## src/design/otg_sys_regs_pkg.sv

```systemverilog
// package for the otg voltage / system threshold register bank
// assumes an i2c front end that delivers one byte access per cycle
`default_nettype none
package otg_sys_regs_pkg;
    // byte addresses of the register port
    localparam logic [7:0] ADDR_OTG_LOW  = 8'h06;
    localparam logic [7:0] ADDR_OTG_HIGH = 8'h07;
    localparam logic [7:0] ADDR_VMIN_LOW = 8'h3e;
    localparam logic [7:0] ADDR_VMIN_HI  = 8'h3f;

    // otg voltage register
    localparam logic [15:0] OTG_RESET     = 16'h09c4;
    localparam int          OTG_CODE_LSB  = 2;
    localparam int          OTG_CODE_MSB  = 13;
    localparam logic [1:0]  OTG_RSVD_HIGH = 2'h3;
    localparam logic [7:0]  OTG_LOW_MASK  = 8'hfc;
    localparam int          OTG_STEP_MV   = 8;
    localparam int          OTG_MIN_MV    = 3000;
    localparam int          OTG_MAX_MV    = 24000;
    localparam logic [11:0] OTG_CODE_MIN  = 12'(OTG_MIN_MV / OTG_STEP_MV);
    localparam logic [11:0] OTG_CODE_MAX  = 12'(OTG_MAX_MV / OTG_STEP_MV);

    // vmin protect low byte fields
    localparam int         TH2_LSB        = 2;
    localparam int         TH2_MSB        = 7;
    localparam int         TRACK_BIT      = 1;
    localparam int         FRS_BIT        = 0;
    localparam logic [7:0] VMIN_RST_MULTI = 8'h6c;
    localparam logic [7:0] VMIN_RST_ONE   = 8'h04;
    localparam logic [5:0] TH2_ONE_CELL_MASK = 6'h07;
    localparam logic [7:0] VAP_RESET      = 8'h00;

    // threshold scale
    localparam logic [15:0] TH_OFFSET_MV = 16'd3200;
    localparam logic [15:0] TH_STEP_MV   = 16'd100;

    // timing
    localparam int CLK_MHZ          = 100;
    localparam int FRS_OFF_US       = 200;
    localparam int FRS_OFF_CYCLES   = FRS_OFF_US * CLK_MHZ;
    localparam int DEGLITCH_US      = 5;
    localparam int DEGLITCH_CYCLES  = DEGLITCH_US * CLK_MHZ;

    // one byte access from the serial front end
    typedef struct packed {
        logic       wr;
        logic       rd;
        logic [7:0] addr;
        logic [7:0] wdata;
    } byte_req_t;
endpackage
`default_nettype wire

```

## src/design/low_deglitch.sv

```systemverilog
// deglitch filter: output rises once the input has stood high n cycles
// assumes the input is synchronous to ref_clk
`default_nettype none
module low_deglitch #(
    parameter int HOLD_CYCLES = 500
) (
    input  wire logic ref_clk,
    input  wire logic rst_n,
    input  wire logic level_in,
    output var  logic level_out
);
    localparam int CW = $clog2(HOLD_CYCLES + 1);
    localparam logic [CW-1:0] LAST = CW'(HOLD_CYCLES - 1);
    logic [CW-1:0] cnt_q;

    // count while the condition holds, drop at once when it ends
    always_ff @(posedge ref_clk or negedge rst_n) begin
        if (!rst_n) begin
            cnt_q     <= '0;
            level_out <= 1'b0;
        end else if (!level_in) begin
            cnt_q     <= '0;
            level_out <= 1'b0;
        end else if (cnt_q == LAST) begin
            level_out <= 1'b1;
        end else begin
            cnt_q <= cnt_q + 1'b1;
        end
    end
endmodule // low_deglitch
`default_nettype wire

```

## src/design/otg_voltage_sys_threshold_regs.sv

```systemverilog
// register bank: otg voltage, second system threshold, swap enable
// assumes a serial front end giving byte accesses synchronous to ref_clk
// What this block does
// [RULE1] second threshold is six bits 7:2, weights 3200 mV down to 100 mV.
// [RULE2] threshold bits 6,5,3 reset to one multi-cell, zero single; bit2 one, bit7 zero.
// [RULE3] tracking enable substitutes first threshold for second; resets disabled.
// [RULE4] swap enable rising zero to one disables power stage about 200 us.
// [RULE5] high impedance enable forces swap enable to zero.
// [RULE6] host avoids changing swap enable while reverse output power is on.
// [RULE7] otg voltage is twelve bits 13:2, weights 16384 mV down to 8 mV.
// [RULE8] otg writes below 3 V or above 24 V are ignored.
// [RULE9] otg voltage register resets to 09c4.
// [RULE10] otg bits 15:14 read zero; writing one there is an invalid write.
// [RULE11] otg bits 1:0 read zero; written values have no effect.
// [RULE12] host writes otg high byte at 07h, low byte at 06h.
// [RULE13] threshold code gets a fixed 3.2 V offset.
// [RULE14] single-cell threshold writes keep only the low three code bits, so top out at 3.9 V.
// [RULE15] system low status after 5 us below the active threshold.
// [RULE16] cell-dependent reset values taken from cell config before first access.
`default_nettype none
module otg_voltage_sys_threshold_regs
    import otg_sys_regs_pkg::*;
#(
    parameter int FRS_OFF_COUNT = otg_sys_regs_pkg::FRS_OFF_CYCLES
) (
    input  wire logic                      ref_clk,
    input  wire logic                      rst_n,
    input  wire otg_sys_regs_pkg::byte_req_t req,
    output var  logic [7:0]                rdata_q,
    output var  logic                      invalid_write_q,
    output var  logic                      ready_q,
    input  wire logic                      single_cell_cfg,
    input  wire logic                      high_impedance_enable,
    input  wire logic [5:0]                sys_low_threshold_one,
    input  wire logic [15:0]               sys_voltage_mv,
    output var  logic [11:0]               otg_voltage_code_q,
    output var  logic [15:0]               active_threshold_mv_q,
    output var  logic                      fast_role_swap_enable,
    output var  logic                      power_stage_disable_q,
    output var  logic                      system_low_status
);
    import otg_sys_regs_pkg::*;

    localparam int TW = $clog2(FRS_OFF_COUNT + 1);
    localparam logic [TW-1:0] FRS_LAST = TW'(FRS_OFF_COUNT - 1);

    logic [15:0]   otg_q;
    logic [7:0]    otg_low_stage_q;
    logic [7:0]    vmin_low_q;
    logic [7:0]    vap_q;
    logic          single_cell_q;
    logic [TW-1:0] frs_cnt_q;
    logic [11:0]   new_code;
    logic          otg_wr;
    logic          otg_ok;
    logic [5:0]    th2_wr;
    logic [5:0]    th_sel;
    logic          frs_wr_val;
    logic          below;

    // address hit for a given access kind
    function automatic logic hit(input logic en, input logic [7:0] a, input logic [7:0] want);
        hit = en && (a == want);
    endfunction

    // candidate otg value formed from the staged low and new high byte
    assign otg_wr   = ready_q && hit(req.wr, req.addr, ADDR_OTG_HIGH); // RULE12
    assign new_code = {req.wdata[5:0], otg_low_stage_q[7:2]};
    assign otg_ok   = (req.wdata[7:6] & OTG_RSVD_HIGH) == 2'h0 // RULE10
                      && new_code >= OTG_CODE_MIN && new_code <= OTG_CODE_MAX; // RULE8

    // threshold write value; single cell keeps only the low three code bits
    assign th2_wr     = single_cell_q ? (req.wdata[TH2_MSB:TH2_LSB] & TH2_ONE_CELL_MASK) // RULE14
                                      : req.wdata[TH2_MSB:TH2_LSB];
    assign frs_wr_val = req.wdata[FRS_BIT] & ~high_impedance_enable; // RULE5

    // first cycle after release catches the cell strap and loads reset values
    always_ff @(posedge ref_clk or negedge rst_n) begin
        if (!rst_n) begin
            ready_q       <= 1'b0;
            single_cell_q <= 1'b0;
        end else if (!ready_q) begin
            ready_q       <= 1'b1;
            single_cell_q <= single_cell_cfg; // RULE16
        end
    end

    // otg voltage: low byte staged, whole word committed on the high byte
    always_ff @(posedge ref_clk or negedge rst_n) begin
        if (!rst_n) begin
            otg_q           <= OTG_RESET; // RULE9
            otg_low_stage_q <= OTG_RESET[7:0];
            invalid_write_q <= 1'b0;
        end else begin
            invalid_write_q <= 1'b0;
            if (ready_q && hit(req.wr, req.addr, ADDR_OTG_LOW)) begin
                otg_low_stage_q <= req.wdata & OTG_LOW_MASK; // RULE11
            end
            if (otg_wr) begin
                if (otg_ok) begin
                    otg_q <= {2'h0, new_code, 2'h0}; // RULE7
                end else begin
                    invalid_write_q <= 1'b1; // RULE10
                end
            end
        end
    end

    // vmin protect bytes; threshold byte reset depends on cell count
    always_ff @(posedge ref_clk or negedge rst_n) begin
        if (!rst_n) begin
            vmin_low_q <= VMIN_RST_MULTI;
            vap_q      <= VAP_RESET;
        end else if (!ready_q) begin
            vmin_low_q <= single_cell_cfg ? VMIN_RST_ONE : VMIN_RST_MULTI; // RULE2
        end else begin
            if (hit(req.wr, req.addr, ADDR_VMIN_LOW)) begin
                vmin_low_q[TH2_MSB:TH2_LSB] <= th2_wr; // RULE1
                vmin_low_q[TRACK_BIT]       <= req.wdata[TRACK_BIT]; // RULE3
                vmin_low_q[FRS_BIT]         <= frs_wr_val;
            end else if (high_impedance_enable) begin
                vmin_low_q[FRS_BIT] <= 1'b0; // RULE5
            end
            if (hit(req.wr, req.addr, ADDR_VMIN_HI)) begin
                vap_q <= req.wdata;
            end
        end
    end

    // power stage off window after swap enable goes from zero to one
    always_ff @(posedge ref_clk or negedge rst_n) begin
        if (!rst_n) begin
            frs_cnt_q             <= '0;
            power_stage_disable_q <= 1'b0;
            fast_role_swap_enable <= 1'b0;
        end else begin
            fast_role_swap_enable <= vmin_low_q[FRS_BIT];
            if (vmin_low_q[FRS_BIT] && !fast_role_swap_enable) begin
                frs_cnt_q             <= '0;
                power_stage_disable_q <= 1'b1; // RULE4
            end else if (power_stage_disable_q) begin
                if (frs_cnt_q == FRS_LAST) begin
                    power_stage_disable_q <= 1'b0; // RULE4
                end else begin
                    frs_cnt_q <= frs_cnt_q + 1'b1;
                end
            end
        end
    end

    // active threshold in millivolts and the output registers
    assign th_sel = vmin_low_q[TRACK_BIT] ? sys_low_threshold_one : vmin_low_q[TH2_MSB:TH2_LSB]; // RULE3
    always_ff @(posedge ref_clk or negedge rst_n) begin
        if (!rst_n) begin
            active_threshold_mv_q <= TH_OFFSET_MV;
            otg_voltage_code_q    <= OTG_RESET[OTG_CODE_MSB:OTG_CODE_LSB];
        end else begin
            active_threshold_mv_q <= TH_OFFSET_MV + 16'(th_sel * TH_STEP_MV); // RULE13
            otg_voltage_code_q    <= otg_q[OTG_CODE_MSB:OTG_CODE_LSB];
        end
    end

    // read back; unmapped addresses read zero
    always_ff @(posedge ref_clk or negedge rst_n) begin
        if (!rst_n) begin
            rdata_q <= 8'h00;
        end else if (req.rd) begin
            if (hit(req.rd, req.addr, ADDR_OTG_LOW))       rdata_q <= otg_q[7:0];
            else if (hit(req.rd, req.addr, ADDR_OTG_HIGH)) rdata_q <= otg_q[15:8];
            else if (hit(req.rd, req.addr, ADDR_VMIN_LOW)) rdata_q <= vmin_low_q;
            else if (hit(req.rd, req.addr, ADDR_VMIN_HI))  rdata_q <= vap_q;
            else                                           rdata_q <= 8'h00;
        end
    end

    // system low alert through the deglitch filter
    assign below = ready_q && (sys_voltage_mv < active_threshold_mv_q);
    low_deglitch #(
        .HOLD_CYCLES(DEGLITCH_CYCLES)
    ) u_sys_low (
        .ref_clk  (ref_clk),
        .rst_n    (rst_n),
        .level_in (below),
        .level_out(system_low_status) // RULE15
    );
endmodule // otg_voltage_sys_threshold_regs
`default_nettype wire

```

## config.mk

```make
export PLATFORM = sky130hd
export DESIGN_NAME = otg_voltage_sys_threshold_regs
export DESIGN_NICKNAME = d
export VERILOG_FILES = /design/src/design/otg_sys_regs_pkg.sv /design/src/design/low_deglitch.sv /design/src/design/otg_voltage_sys_threshold_regs.sv
export SDC_FILE = /design/constraint.sdc
export NUM_CORES = 1
export LEC_CHECK = 0
export BUFFER_PORTS_ARGS = -buffer_cell sky130_fd_sc_hd__clkbuf_2
export CORE_ASPECT_RATIO = 1.75
export CORE_UTILIZATION = 55
export DETAILED_ROUTE_END_ITERATION = 7
export GPL_TIMING_DRIVEN = 0
export PLACE_DENSITY = 0.78
export SLEW_MARGIN = 20
export SYNTH_ARGS = -nofsm -noshare
export SYNTH_HDL_FRONTEND = slang
export SYNTH_SLANG_ARGS = --single-unit
```

## constraint.sdc

```tcl
create_clock -name ref_clk -period 9.51 [get_ports ref_clk]
set_clock_uncertainty 0.15 [all_clocks]
set_input_delay 0.951 -clock ref_clk [delete_from_list [all_inputs] [get_ports ref_clk]]
set_output_delay 0.951 -clock ref_clk [all_outputs]
set_load 0.03 [all_outputs]
```

# After elaboration in Yosys (flattened, before gate mapping)

Cells that the tools add are included.

Bits in registers: 98
Input bits: 44
Output and inout bits: 41
Word-level logic and storage cells: 79

$add $sub $neg: 3
Multipliers: 1
Order comparisons: 3
Eq/ne operators: 11
Muxes and demuxes: 23
Bitwise operators: 2
Reductions and logical operators: 20

Operator list:

| operator                                                                              | number |
|---|---|
| 15-bit two-way mux                                                                    | 3 |
| 8-bit two-way mux                                                                     | 5 |
| 9-bit two-way mux                                                                     | 2 |
| 8-bit by 3-bit == test with 1-bit output (second input constant)                      | 2 |
| 8-bit by 6-bit == test with 1-bit output (second input constant)                      | 2 |
| 16-bit by 14-bit < comparator with 1-bit output                                       | 1 |
| 15-bit by 1-bit adder with 15-bit output (second input constant)                      | 1 |
| 15-bit == test (second input constant)                                                | 1 |
| 12-bit by 13-bit adder with 14-bit output (first input constant)                      | 1 |
| 1-bit logical AND                                                                     | 14 |
| 7-bit two-way mux                                                                     | 2 |
| 12-bit by 9-bit greater-or-equal comparator with 1-bit output (second input constant) | 1 |
| 12-bit less-or-equal comparator (second input constant)                               | 1 |
| 6-bit two-way mux                                                                     | 2 |
| 6-bit by 5-bit multiplier with 11-bit output (second input constant)                  | 1 |
| 9-bit by 1-bit adder with 9-bit output (second input constant)                        | 1 |
| 9-bit == test (second input constant)                                                 | 1 |
| 1-bit two-way mux                                                                     | 9 |
| 2-bit inequality test (second input constant)                                         | 3 |
| 2-bit AND reduction                                                                   | 3 |
| 3-bit by 1-bit inequality test with 1-bit output (second input constant)              | 1 |
| 2-bit zero test                                                                       | 1 |
| 2-bit by 1-bit inequality test with 1-bit output (second input constant)              | 1 |
| 2-bit nonzero test                                                                    | 1 |
| other kinds (3)                                                                       | 3 |

# Logic depth before layout (Yosys ltp)

Gate-level depths: netlist of the first run.

Word-level depth: 6
Depth in mapped cells: 12
Depth with buffers taken out: 11

# Hierarchy

From an unflattened synthesis of the first run, not the netlist that was laid out.

Cell total of the unflattened synthesis: 448
Area total of the unflattened synthesis: 5047.3 µm²

Modules (own cells, without submodules):

| module                         | instances | cells each | area an instance (µm²) | seq. area each (µm²) |
|---|---|---|---|---|
| otg_voltage_sys_threshold_regs | 1         | 401        | 4541.9                 | 2177.1 |
| low_deglitch                   | 1         | 47         | 505.5                  | 250.2 |

# Worst setup path before layout of the first run

No wires, ideal clock.

Path kind: input -> register
From: in sys_low_threshold_one[1]
To: reg active_threshold_mv_q[12]
Setup time: 0.136 ns
Arrival time: 3.529 ns
Data required time: 9.224 ns
Setup slack: 5.695 ns
Cell stages on the path: 10
Path buffers: 0
Cell sequence: mux2_2 > ha_1 > ha_1 > ha_1 > ha_1 > a211oi_1 > or4b_2 > o2111ai_1 > a311oi_1 > xor2_1

Word-level cells in the longest chain between the ends: 3

Ends and longest elaborated chain:

| item                                         | RTL line                              | RTL |
|---|---|---|
| start: declaration                           | otg_voltage_sys_threshold_regs.sv:34  | `input wire logic [5:0] sys_low_threshold_one,` |
| 6-bit two-way mux                            | otg_voltage_sys_threshold_regs.sv:152 | `assign th_sel = vmin_low_q[TRACK_BIT] ? sys_low_threshold_one : vmin_low_q[TH2_MSB:TH2_LSB];` |
| 6-bit by 5-bit multiplier with 11-bit output | otg_voltage_sys_threshold_regs.sv:158 | `active_threshold_mv_q <= TH_OFFSET_MV + 16'(th_sel * TH_STEP_MV);` |
| 12-bit by 13-bit adder with 14-bit output    | otg_voltage_sys_threshold_regs.sv:158 |  |
| end signal: assignment                       | otg_voltage_sys_threshold_regs.sv:158 |  |
| end: declaration                             | otg_voltage_sys_threshold_regs.sv:37  | `output var logic [15:0] active_threshold_mv_q,` |

Every way passes these cells.
A chain may end at the register's enable or synchronous reset.

# Worst setup path after layout of the first run

From: reg vmin_low_q[1]
To: reg active_threshold_mv_q[12]

Word-level cells in the longest chain between the ends: 3

Ends and longest elaborated chain:

| item                                         | RTL line                              | RTL |
|---|---|---|
| start: declaration                           | otg_voltage_sys_threshold_regs.sv:49  | `logic [7:0] vmin_low_q;` |
| start signal: assignment                     | otg_voltage_sys_threshold_regs.sv:115 | `vmin_low_q <= single_cell_cfg ? VMIN_RST_ONE : VMIN_RST_MULTI;` |
| start signal: indexed assignment             | otg_voltage_sys_threshold_regs.sv:118 | `vmin_low_q[TH2_MSB:TH2_LSB] <= th2_wr;` |
| start signal: indexed assignment             | otg_voltage_sys_threshold_regs.sv:119 | `vmin_low_q[TRACK_BIT] <= req.wdata[TRACK_BIT];` |
| 6-bit two-way mux                            | otg_voltage_sys_threshold_regs.sv:152 |  |
| via th_sel[2]                                | otg_voltage_sys_threshold_regs.sv:57  | `logic [5:0] th_sel;` |
| 6-bit by 5-bit multiplier with 11-bit output | otg_voltage_sys_threshold_regs.sv:158 |  |
| 12-bit by 13-bit adder with 14-bit output    | otg_voltage_sys_threshold_regs.sv:158 |  |

The timed path passes the listed nets, and every way through them passes these cells.

==> results of run 1 <==
per-layer routing:
| metal | vias to the layer above | routed length, um | track usage, % |
|---|---|---|---|
| met1 | 1804 | 4140 | 28.5 |
| met4 | 0 | 326 | 10.9 |
| met3 | 25 | 462 | 4.62 |
| met2 | 114 | 5790 | 43.1 |
| li1 | 1764 | - | - |
| met5 | - | 0 | 0 |
final cells by class:
type / instances / share of cell area, %
clock inverters: 7 / 0.809
inverters: 24 / 1.53
multi-input cells: 313 / 41.8
well taps: 117 / 2.49
plain buffers: 15 / 1.60
flip-flops and latches: 96 / 41.3
repair buffers: 76 / 6.62
clock buffers: 9 / 3.83
cells by family (layout without fill, tap and decap cells):
group,after synthesis,count (layout)
and+or+nand+nor,127,127
DFF,96,96
AOI/OAI and AO/OA,74,74
muxes,43,43
buffers and inverters,39,131
adders and majority gates,37,37
xor gates and xnor gates,27,27
other,2,5
report_power, final:
part	switching, mW	internal (mW)	total, mW	leakage, nW
registers	0.0190	0.438	0.457	1.24
logic	0.135	0.0737	0.209	1.44
clock network	0.155	0.177	0.332	0.132
total	0.309	0.688	0.997	2.81
sequential cells by signal (all words and copies together), names as in the netlist, 8 cells and up:
name                   flops
vap_q                      8
u_sys_low.cnt_q            9
frs_cnt_q                 15
vmin_low_q                 8
active_threshold_mv_q     12
otg_q                     12
otg_voltage_code_q        12
rdata_q                    8
cells in the final DEF (no fill, tap or decap), types with 5 or more instances in the layout:
master | synthesis | routed
nand3_1 | 17 | 17
mux2_4 | 10 | 10
nor2b_1 | 9 | 9
dfrtp_1 | 76 | 76
nand2_1 | 19 | 19
xnor2_1 | 8 | 8
dfstp_2 | 20 | 20
a31oi_1 | 7 | 7
inv_1 | 24 | 24
clkbuf_16 | 0 | 9
conb_1 | 2 | 5
a21oi_1 | 14 | 14
mux2_2 | 23 | 23
nor3_1 | 9 | 9
a211oi_1 | 13 | 13
buf_4 | 5 | 5
nor2_1 | 34 | 34
nand4_1 | 7 | 7
nand2b_1 | 6 | 6
xor2_1 | 19 | 19
and3_1 | 9 | 9
ha_1 | 36 | 36
mux2i_1 | 10 | 10
a21o_1 | 5 | 5
clkbuf_1 | 8 | 8
o22ai_1 | 5 | 5
o21ai_0 | 8 | 8
clkbuf_2 | 0 | 75
through the flow:
stage | setup slack, ns | util, %
after floorplan | 5.69 | -
after global placement | 5.46 | 63.6
after detailed placement | 5.40 | 63.8
after CTS | 5.58 | 66.9
after global routing | 5.36 | 66.9
final | 5.54 | 66.9
worst max path at each step:
stage | start | to | slack (ns) | depth (start not counted)
finish | vmin_low_q[1] | active_threshold_mv_q[12] | 5.54 | 11
global route | vmin_low_q[1] | active_threshold_mv_q[12] | 5.36 | 12
CTS | vmin_low_q[1] | active_threshold_mv_q[12] | 5.58 | 11
detailed placement | sys_low_threshold_one[4] | active_threshold_mv_q[12] | 5.40 | 12
global placement | sys_low_threshold_one[4] | active_threshold_mv_q[12] | 5.46 | 12
floorplan | sys_low_threshold_one[1] | active_threshold_mv_q[12] | 5.69 | 10
==> results.toml, run 1 <==
[synth]
syn_area_per_cell_um2 = 11.3
asyncSetResetFlopFracSynth_pct = 100
synth_compound_area_share_pct = 10.4
post_synth_and_or_nand_nor_area_fraction_pct = 13.7
synth-edff-count = 0
synth-main-ff-cell = "dfrtp_1"
syn-cell-area_um2 = 5050
synth.largest_area_cell = "dfrtp_1"
post-synth-top-count-cell = "dfrtp_1"
synth_mux_area_share_pct = 10.1
yosys-top-cells-area = "dfrtp_1 (38%), dfstp_2 (10%), ha_1 (8.9%)"
synthesis.instances = 445
synth_warnings = 0
seq_area_frac_synth_pct = 48.1
synth_cell_type_count = 61
synthesized_area_fraction_occupied_by_xor_and_xnor_cells_pct = 4.69
yosysTopAreaCellShare_pct = 37.7
synth_fa_ha_area_share_pct = 9.32
leading_post_synthesis_cells_by_instance_count = "dfrtp_1 (76), ha_1 (36), nor2_1 (34)"
synth.ff_latch_count = 96
combinational_family_with_the_most_area_after_synthesis = "simple AND/OR/NAND/NOR gates"

[layout]
post_layout_nonfiller_instances = 657
seqCellArea_um2 = 2430
final_area_um2 = 5870
layout.nets = 616
area_growth_syn_to_layout_pct = 16.4
multi_input_area_um2 = 2450
layout-drive-gt1-share_pct = 29.8
diode_insertion_count_for_antenna_repair = 0
num-fill-cells = 695

[worst_hold_path]
hold-path-endpoint = "otg_voltage_code_q[6]"
timing.hold.worst.class = "reg2reg"
hold_start = "otg_q[8]"
number_of_cells_traversed_by_the_worst_hold_path = 0

[timing]
timing_worst_slew_pin_value_ns = 0.888
finalHoldViolations = 0
grt_setup_unrepaired = "no"
finalSetupViolCount = 0
timing.max_slew.rel_slack_pct = 40.7
fin_hold_ws_ns = 0.227
drv_slew = 0
final_period_minus_worst_setup_slack_ns = 3.97
setup_tns_ns = 0
period_share_pct = 41.7
maxClockFrequency_mhz = 252

[critical_path]
critPathMaxFanout = 8
worst-path-buf-inv = 1
critical_path_class = "reg2reg"
cp_slowest_stage_delay_ns = 0.62
critPathLaunchType = "flop"
timing.reg2reg.worst_path_depth = 11
worst-endpoint-arrival_ns = 4.03
rr_startpoint = "vmin_low_q[1]"
critPathRequiredTime_ns = 9.57
critical-path-slowest-cell = "or4b_2"
reg2reg_to = "active_threshold_mv_q[12]"
cpLargestDelayFamily = "adder cells"
reg2reg_setup_slack_ns = 5.54
critical-path-top-cell-by-count = "ha_1"
crit_chain = "clkbuf_1 -> mux2_2 -> ha_1 -> ha_1 -> ha_1 -> ha_1 -> o21ai_0 -> or4b_2 -> o2111ai_1 -> a311oi_1 -> xor2_1"
critPathCaptureType = "flop"

[global_routing]
grt_pass1_vias = 3738
globalRouteOverflowTotal = 0
grt_start_max_net_pins = 97
wire_length_of_the_first_global_routing_pass_um = 17700
grt_antenna_before_repair = 0
globalRouteTotalUtil_pct = 24.6

[cts]
post-cts-setup-buffers = 0
cts_sinks = 96
root_buf_cell = "clkbuf_16"
cts_tree = "yes"
max_root_sink_buffers = 2
cts-buffers-inserted = 9
post_cts_hold_buffer_count = 0
h_tree_levels = 3
cts_repair_resize_count = 0
cts.clk_slew.worst_paths_ns = 0.06
clock_insertion_delay_worst_skew_ns = 0.34

[die]
num_rows = 45
initial_utilization_pct = 57.5
core_region_area_um2 = 8780
design.die.area_um2 = 9580
die_height_um = 129
boundaryPins = 85
floorplan.die.width_um = 74.4

[route]
detail-route-antenna-nets = 0
drt_pass1_iterations = 4
drcViolationCount = 0
num_vias = 3707
vias_per_cell = 5.64
route.final.wire_length_um = 10700
wl_per_instance_um = 16.3
first_iter_violations = 192

[placement]
dpl.hpwl_um = 7960
post_place_instance_area_um2 = 5600
io_buffer_count = 76
placer_s_final_routability_congestion_estimate = 0.840
placed_cells = 641

[power]
power.total_mw = 0.997
worst_ir_drop_vdd_mv = 0.139
power_leakage_nw = 2.81
power.density_cell_area_nw_per_um2 = 170

[flow_run]
drv.max_cap_violation_count = 0

[outcome]
status = "completed"
Power figures use the tool's default switching activity.
==> inputs of run 2 (changes only) <==
CORE_UTILIZATION = 51   (was 55)
PLACE_DENSITY = 0.76   (was 0.78)
clock period = 3.61 ns   (was 9.51 ns; I/O delays follow)
==> run 2 against run 1 <==
Effect of this change: utilization fell by 3.5 points; clock power grew to 2.9 times the previous value; worst setup slack got worse by 5.4 ns; highest routed layer unchanged; largest power group unchanged; sequential power grew to 2.6 times the previous value; combinational power rose to 2.8 times the previous value; via count shrank 0.38%; maximum frequency is 13% higher; total power rose to 2.7 times the previous value; count of clock-buffer cells in the layout is 1 higher; critical path depth unchanged; critical path type unchanged; sequential cell count unchanged.
==> results.toml, run 2 (synthesis results as in run 1) <==
[outcome]
status = "completed"

[placement]
detailedPlace.worstSlack_ns = -0.329
post_place_instance_area_um2 = 5600
placer_s_final_routability_congestion_estimate = 0.893
io_buffer_count = 76
dpl.hpwl_um = 8110

[worst_hold_path]
timing.hold.worst.class = "in2reg"
hold_start = "high_impedance_enable"
number_of_cells_traversed_by_the_worst_hold_path = 2
hold-path-endpoint = "vmin_low_q[0]"

[timing]
setup_tns_ns = 0
finalSetupViolCount = 0
period_share_pct = 97.0
drv_slew = 0
timing_worst_slew_pin_value_ns = 0.777
maxClockFrequency_mhz = 286
final_period_minus_worst_setup_slack_ns = 3.50
timing.max_slew.rel_slack_pct = 48.1
post-route-worst-setup-slack_ns = 0.108
finalHoldViolations = 0

[route]
drcViolationCount = 0
vias_per_cell = 5.55
route.final.wire_length_um = 10800
wl_per_instance_um = 16.3
detail-route-antenna-nets = 0
drt_pass1_iterations = 4
first_iter_violations = 170
num_vias = 3693

[power]
worst_ir_drop_vdd_mv = 0.361
power_leakage_nw = 2.85
power.density_cell_area_nw_per_um2 = 454
power.total_mw = 2.74

[layout]
final_area_um2 = 6040
leading_cell_types_in_the_layout_fill_and_taps_excluded = "dfrtp_1 (75), clkbuf_2 (75), nor2_1 (34), ha_1 (32), inv_1 (24)"
area_growth_syn_to_layout_pct = 19.7
layout.core_utilization_pct = 63.4
diode_insertion_count_for_antenna_repair = 0
layout-drive-gt1-share_pct = 32.2
largest_register_by_flop_count = "frs_cnt_q"
layout.nets = 619
flip_flop_count_of_the_largest_register_after_layout = 15

[critical_path]
reg2reg_setup_slack_ns = 0.11
crit_chain = "buf_4 -> mux2_2 -> ha_1 -> ha_1 -> ha_4 -> ha_1 -> a211oi_2 -> nor2_1 -> xor2_2 -> a311oi_1 -> xor2_1"
worst-path-buf-inv = 1
critical-path-top-cell-by-count = "ha_1"
cpLargestDelayFamily = "adder cells"
critPathRequiredTime_ns = 3.72
critPathMaxFanout = 7
worst-endpoint-arrival_ns = 3.61
critPathLaunchType = "flop"
critical-path-slowest-cell = "dfrtp_2"
critical_path_class = "reg2reg"
reg2reg_to = "active_threshold_mv_q[12]"
timing.reg2reg.worst_path_depth = 11
rr_startpoint = "vmin_low_q[1]"
cp_slowest_stage_delay_ns = 0.48
critPathCaptureType = "flop"

[global_routing]
grt_start_max_net_pins = 97
wire_length_of_the_first_global_routing_pass_um = 18000
grt_antenna_before_repair = 0
grt_pass1_vias = 3769
globalRouteOverflowTotal = 0
globalRouteTotalUtil_pct = 22.6

[flow_run]
drv.max_cap_violation_count = 0

[die]
core_region_area_um2 = 9530
design.die.area_um2 = 10300
num_rows = 47
die_height_um = 134
initial_utilization_pct = 53.0
floorplan.die.width_um = 77.2
boundaryPins = 85

[cts]
clock_insertion_delay_worst_skew_ns = 0.34
h_tree_levels = 3
max_root_sink_buffers = 2
root_buf_cell = "clkbuf_16"
cts.clk_slew.worst_paths_ns = 0.07
cts-buffers-inserted = 9
cts_sinks = 96
cts_tree = "yes"
[run 2: cell types whose count changed in the layout (fill, tap and decap cells not counted), moves of 2 or more]
cell / delta
ha_1: -4
buf_4: +3
ha_4: +3
clkinv_2: -2
mux2_2: -2
mux2_4: +2
[run 2: how the worst max path moves through the flow]
stage	startpoint	to	depth (start not counted)	slack [ns]
3_3_place_gp	vmin_low_q[1]	active_threshold_mv_q[12]	12	-0.25
6_report	vmin_low_q[1]	active_threshold_mv_q[12]	11	0.11
5_1_grt	vmin_low_q[1]	active_threshold_mv_q[12]	10	-0.0001
4_1_cts	vmin_low_q[1]	active_threshold_mv_q[12]	10	0.01
3_5_place_dp	vmin_low_q[1]	active_threshold_mv_q[12]	12	-0.33
2_1_floorplan	vmin_low_q[1]	active_threshold_mv_q[12]	11	0.06
[run 2: stage by stage]
| step | hold WS (ns) | cells |
|---|---|---|
| after CTS | 0.0114 | 664 |
| after global placement | 0.218 | 646 |
| after floorplan | -0.0846 | 448 |
| after detailed placement | 0.221 | 646 |
| final | 0.0186 | 665 |
| after global routing | 0.00131 | 665 |
[run 2: worst reg2reg max path: stages (launching register included)]
cell	delay, ns
dfrtp_2	0.48
buf_4	0.15
mux2_2	0.37
ha_1	0.21
ha_1	0.33
ha_4	0.27
ha_1	0.30
a211oi_2	0.31
nor2_1	0.14
xor2_2	0.20
a311oi_1	0.34
xor2_1	0.18
[run 2: power breakdown]
part	total (mW)	internal, mW	switching, mW
Sequential	1.20	1.15	0.0521
Clock	0.958	0.558	0.400
Combinational	0.576	0.214	0.362
[run 2: layout make-up]
| class | instances | area, um2 |
|---|---|---|
| fillers | 782 | 3490 |
| multi-input cells | 313 | 2550 |
| flip-flops and latches | 96 | 2430 |
| repair buffers | 80 | 422 |
| clock buffers | 10 | 239 |
| well taps | 122 | 153 |
| plain buffers | 14 | 90.1 |
| inverters | 24 | 90.1 |
| clock inverters | 6 | 67.6 |
[run 2: per-layer routing]
metal	up-vias	share of wire [%]	GRT usage [%]	routed length (um)
met5	-	0	0	0
met4	0	3.7	11.5	402
met3	22	3.9	4.52	420
met2	120	52	39.2	5610
met1	1774	41	26.0	4400
li1	1777	-	-	-
[run 2: timing repair]
item / CTS / global route
setup endpoints to repair: 5 / 4
buffers inserted: 2 / 1
hold buffers: 1 / 0
resized for setup: 5 / 11
hold endpoints to repair: 76 / 0
==> inputs of run 3 (changes only) <==
RECOVER_POWER = 50   (was not set)
==> run 3 against run 2 <==
Effect of this change: the run now ends with max-capacitance violations, max-slew violations left; final area down 0.68%; hold slack gained 0.00061 ns; total power shrank 0.16%; register-to-register slack hardly changed; sequential power about the same; critical path depth fell by 1; wire length up 0.30%; sequential share of layout area grew 0.28 points; combinational power fell by 0.7%; die area did not move; critical path type unchanged.
==> results.toml, run 3 (synthesis results as in run 1) <==
[outcome]
status = "finished, violations left"
violations = "max-capacitance violations, max-slew violations"

[cts]
cts-buffers-inserted = 9
cts.clk_slew.worst_paths_ns = 0.07
cts_tree = "yes"
max_root_sink_buffers = 2
clock_insertion_delay_worst_skew_ns = 0.34
root_buf_cell = "clkbuf_16"
cts_sinks = 96
h_tree_levels = 3

[route]
vias_per_cell = 5.56
drcViolationCount = 0
num_vias = 3697
drt_pass1_iterations = 4
detail-route-antenna-nets = 0
first_iter_violations = 167
wl_per_instance_um = 16.3
route.final.wire_length_um = 10900

[timing]
final_period_minus_worst_setup_slack_ns = 3.49
timing_worst_slew_pin_value_ns = 2.30
maxClockFrequency_mhz = 287
finalSetupViolCount = 0
period_share_pct = 96.7
setup_tns_ns = 0
finalHoldViolations = 0
timing.max_slew.rel_slack_pct = -53.1
grt_setup_unrepaired = "no"
drv_slew = 97

[layout]
diode_insertion_count_for_antenna_repair = 0
multi_input_area_um2 = 2550
largest_register_by_flop_count = "frs_cnt_q"
leading_cell_types_in_the_layout_fill_and_taps_excluded = "dfrtp_1 (75), clkbuf_2 (53), nor2_1 (34), ha_1 (32), clkbuf_1 (30)"
num-fill-cells = 791
layout.cells.most_common = "dfrtp_1"
layout.core_utilization_pct = 63.0
area_growth_syn_to_layout_pct = 18.8
layout.nets = 619
seqCellArea_um2 = 2430
layout-drive-gt1-share_pct = 26.9
post_layout_nonfiller_instances = 665
final_area_um2 = 6000
flip_flop_count_of_the_largest_register_after_layout = 15

[critical_path]
worst-endpoint-arrival_ns = 3.60
source_of_the_critical_timing_path = "vmin_low_q[1]"
cpLargestDelayFamily = "adder cells"
crit_chain = "mux2_1 -> ha_1 -> ha_1 -> ha_4 -> ha_1 -> a211oi_2 -> nor2_1 -> xor2_2 -> a311oi_1 -> xor2_1"
cp_slowest_stage_delay_ns = 0.48
critPathLaunchType = "flop"
worst-path-buf-inv = 0
critPathMaxFanout = 7
rr_startpoint = "vmin_low_q[1]"
critical_path_class = "reg2reg"
critPathCaptureType = "flop"
critical-path-top-cell-by-count = "ha_1"
critPathRequiredTime_ns = 3.72
critical-path-slowest-cell = "dfrtp_2"

[power]
seq_power_share_pct = 44.1
power_report.internal_total_mw = 1.92
p_sw_mw = 0.814
power.total_mw = 2.74
worst_ir_drop_vdd_mv = 0.360
p_comb_share_pct = 20.9
power_leakage_nw = 2.77
power.density_cell_area_nw_per_um2 = 456
swShare_pct = 29.8
power_frac_clock_pct = 35.0

[worst_hold_path]
timing.hold.worst.class = "in2reg"
hold_start = "high_impedance_enable"

[die]
core_region_area_um2 = 9530
die_height_um = 134
initial_utilization_pct = 53.0
floorplan.die.width_um = 77.2
design.die.area_um2 = 10300
num_rows = 47
boundaryPins = 85

[placement]
dpl.hpwl_um = 8110
placed_cells = 646
io_buffer_count = 76
placer_s_final_routability_congestion_estimate = 0.893
post_place_instance_area_um2 = 5600

[global_routing]
globalRouteOverflowTotal = 0
grt_start_max_net_pins = 97
grt_antenna_before_repair = 0
globalRouteTotalUtil_pct = 22.6
wire_length_of_the_first_global_routing_pass_um = 18000
grt_pass1_vias = 3769

[flow_run]
drv.max_cap_violation_count = 1
-- run 3: repair_timing --
| item | 4_1_cts | 5_1_grt |
|---|---|---|
| buffers inserted | 2 | 1 |
| gates cloned | 0 | 0 |
| endpoints found under the hold margin | 76 | 0 |
| endpoints found under the setup margin | 5 | 4 |
| resized for setup | 5 | 11 |
| hold buffers | 1 | 0 |
-- run 3: path summary, 6_finish.rpt --
| check | to | slack, ns | depth (start not counted) |
|---|---|---|---|
| max | active_threshold_mv_q[12] | 0.12 | 10 |
| min reg2reg | otg_voltage_code_q[6] | 0.24 | 0 |
| max in group asynchronous | vmin_low_q[1] | 0.70 | 2 |
| min | vmin_low_q[0] | 0.02 | 2 |
| max reg2reg | active_threshold_mv_q[12] | 0.12 | 10 |
| min in group asynchronous | frs_cnt_q[11] | 1.08 | 2 |
-- run 3: power groups by stage --
stage	registers (mW)	clock network (mW)	logic, mW
2_1_floorplan	1.29	0	0.281
3_3_place_gp	1.22	0	0.519
3_5_place_dp	1.22	0	0.542
4_1_cts	1.21	0.977	0.553
5_1_grt	1.21	1.02	0.638
6_report	1.21	0.957	0.572
-- run 3: stage by stage --
step	hold slack (ns)	worst slack [ns]
global placement	0.218	-0.253
detailed placement	0.221	-0.329
finish	0.0192	0.120
floorplan	-0.0846	0.0566
global route	0.00131	0.00693
CTS	0.0114	0.0135
-- run 3: layer usage --
| layer | part of all wire (%) | global-route usage [%] |
|---|---|---|
| met1 | 40 | 26.0 |
| met2 | 52 | 39.2 |
| met3 | 3.8 | 4.52 |
| met4 | 3.7 | 11.5 |
| met5 | 0 | 0 |
-- run 3: cell type report --
type | count | share of cell area, %
clock buffer | 10 | 3.98
clock inverter | 6 | 1.13
timing repair buffer | 80 | 6.40
sequential | 96 | 40.5
inverter | 24 | 1.50
multi-input combinational | 313 | 42.4
buffer | 14 | 1.50
tap | 122 | 2.54
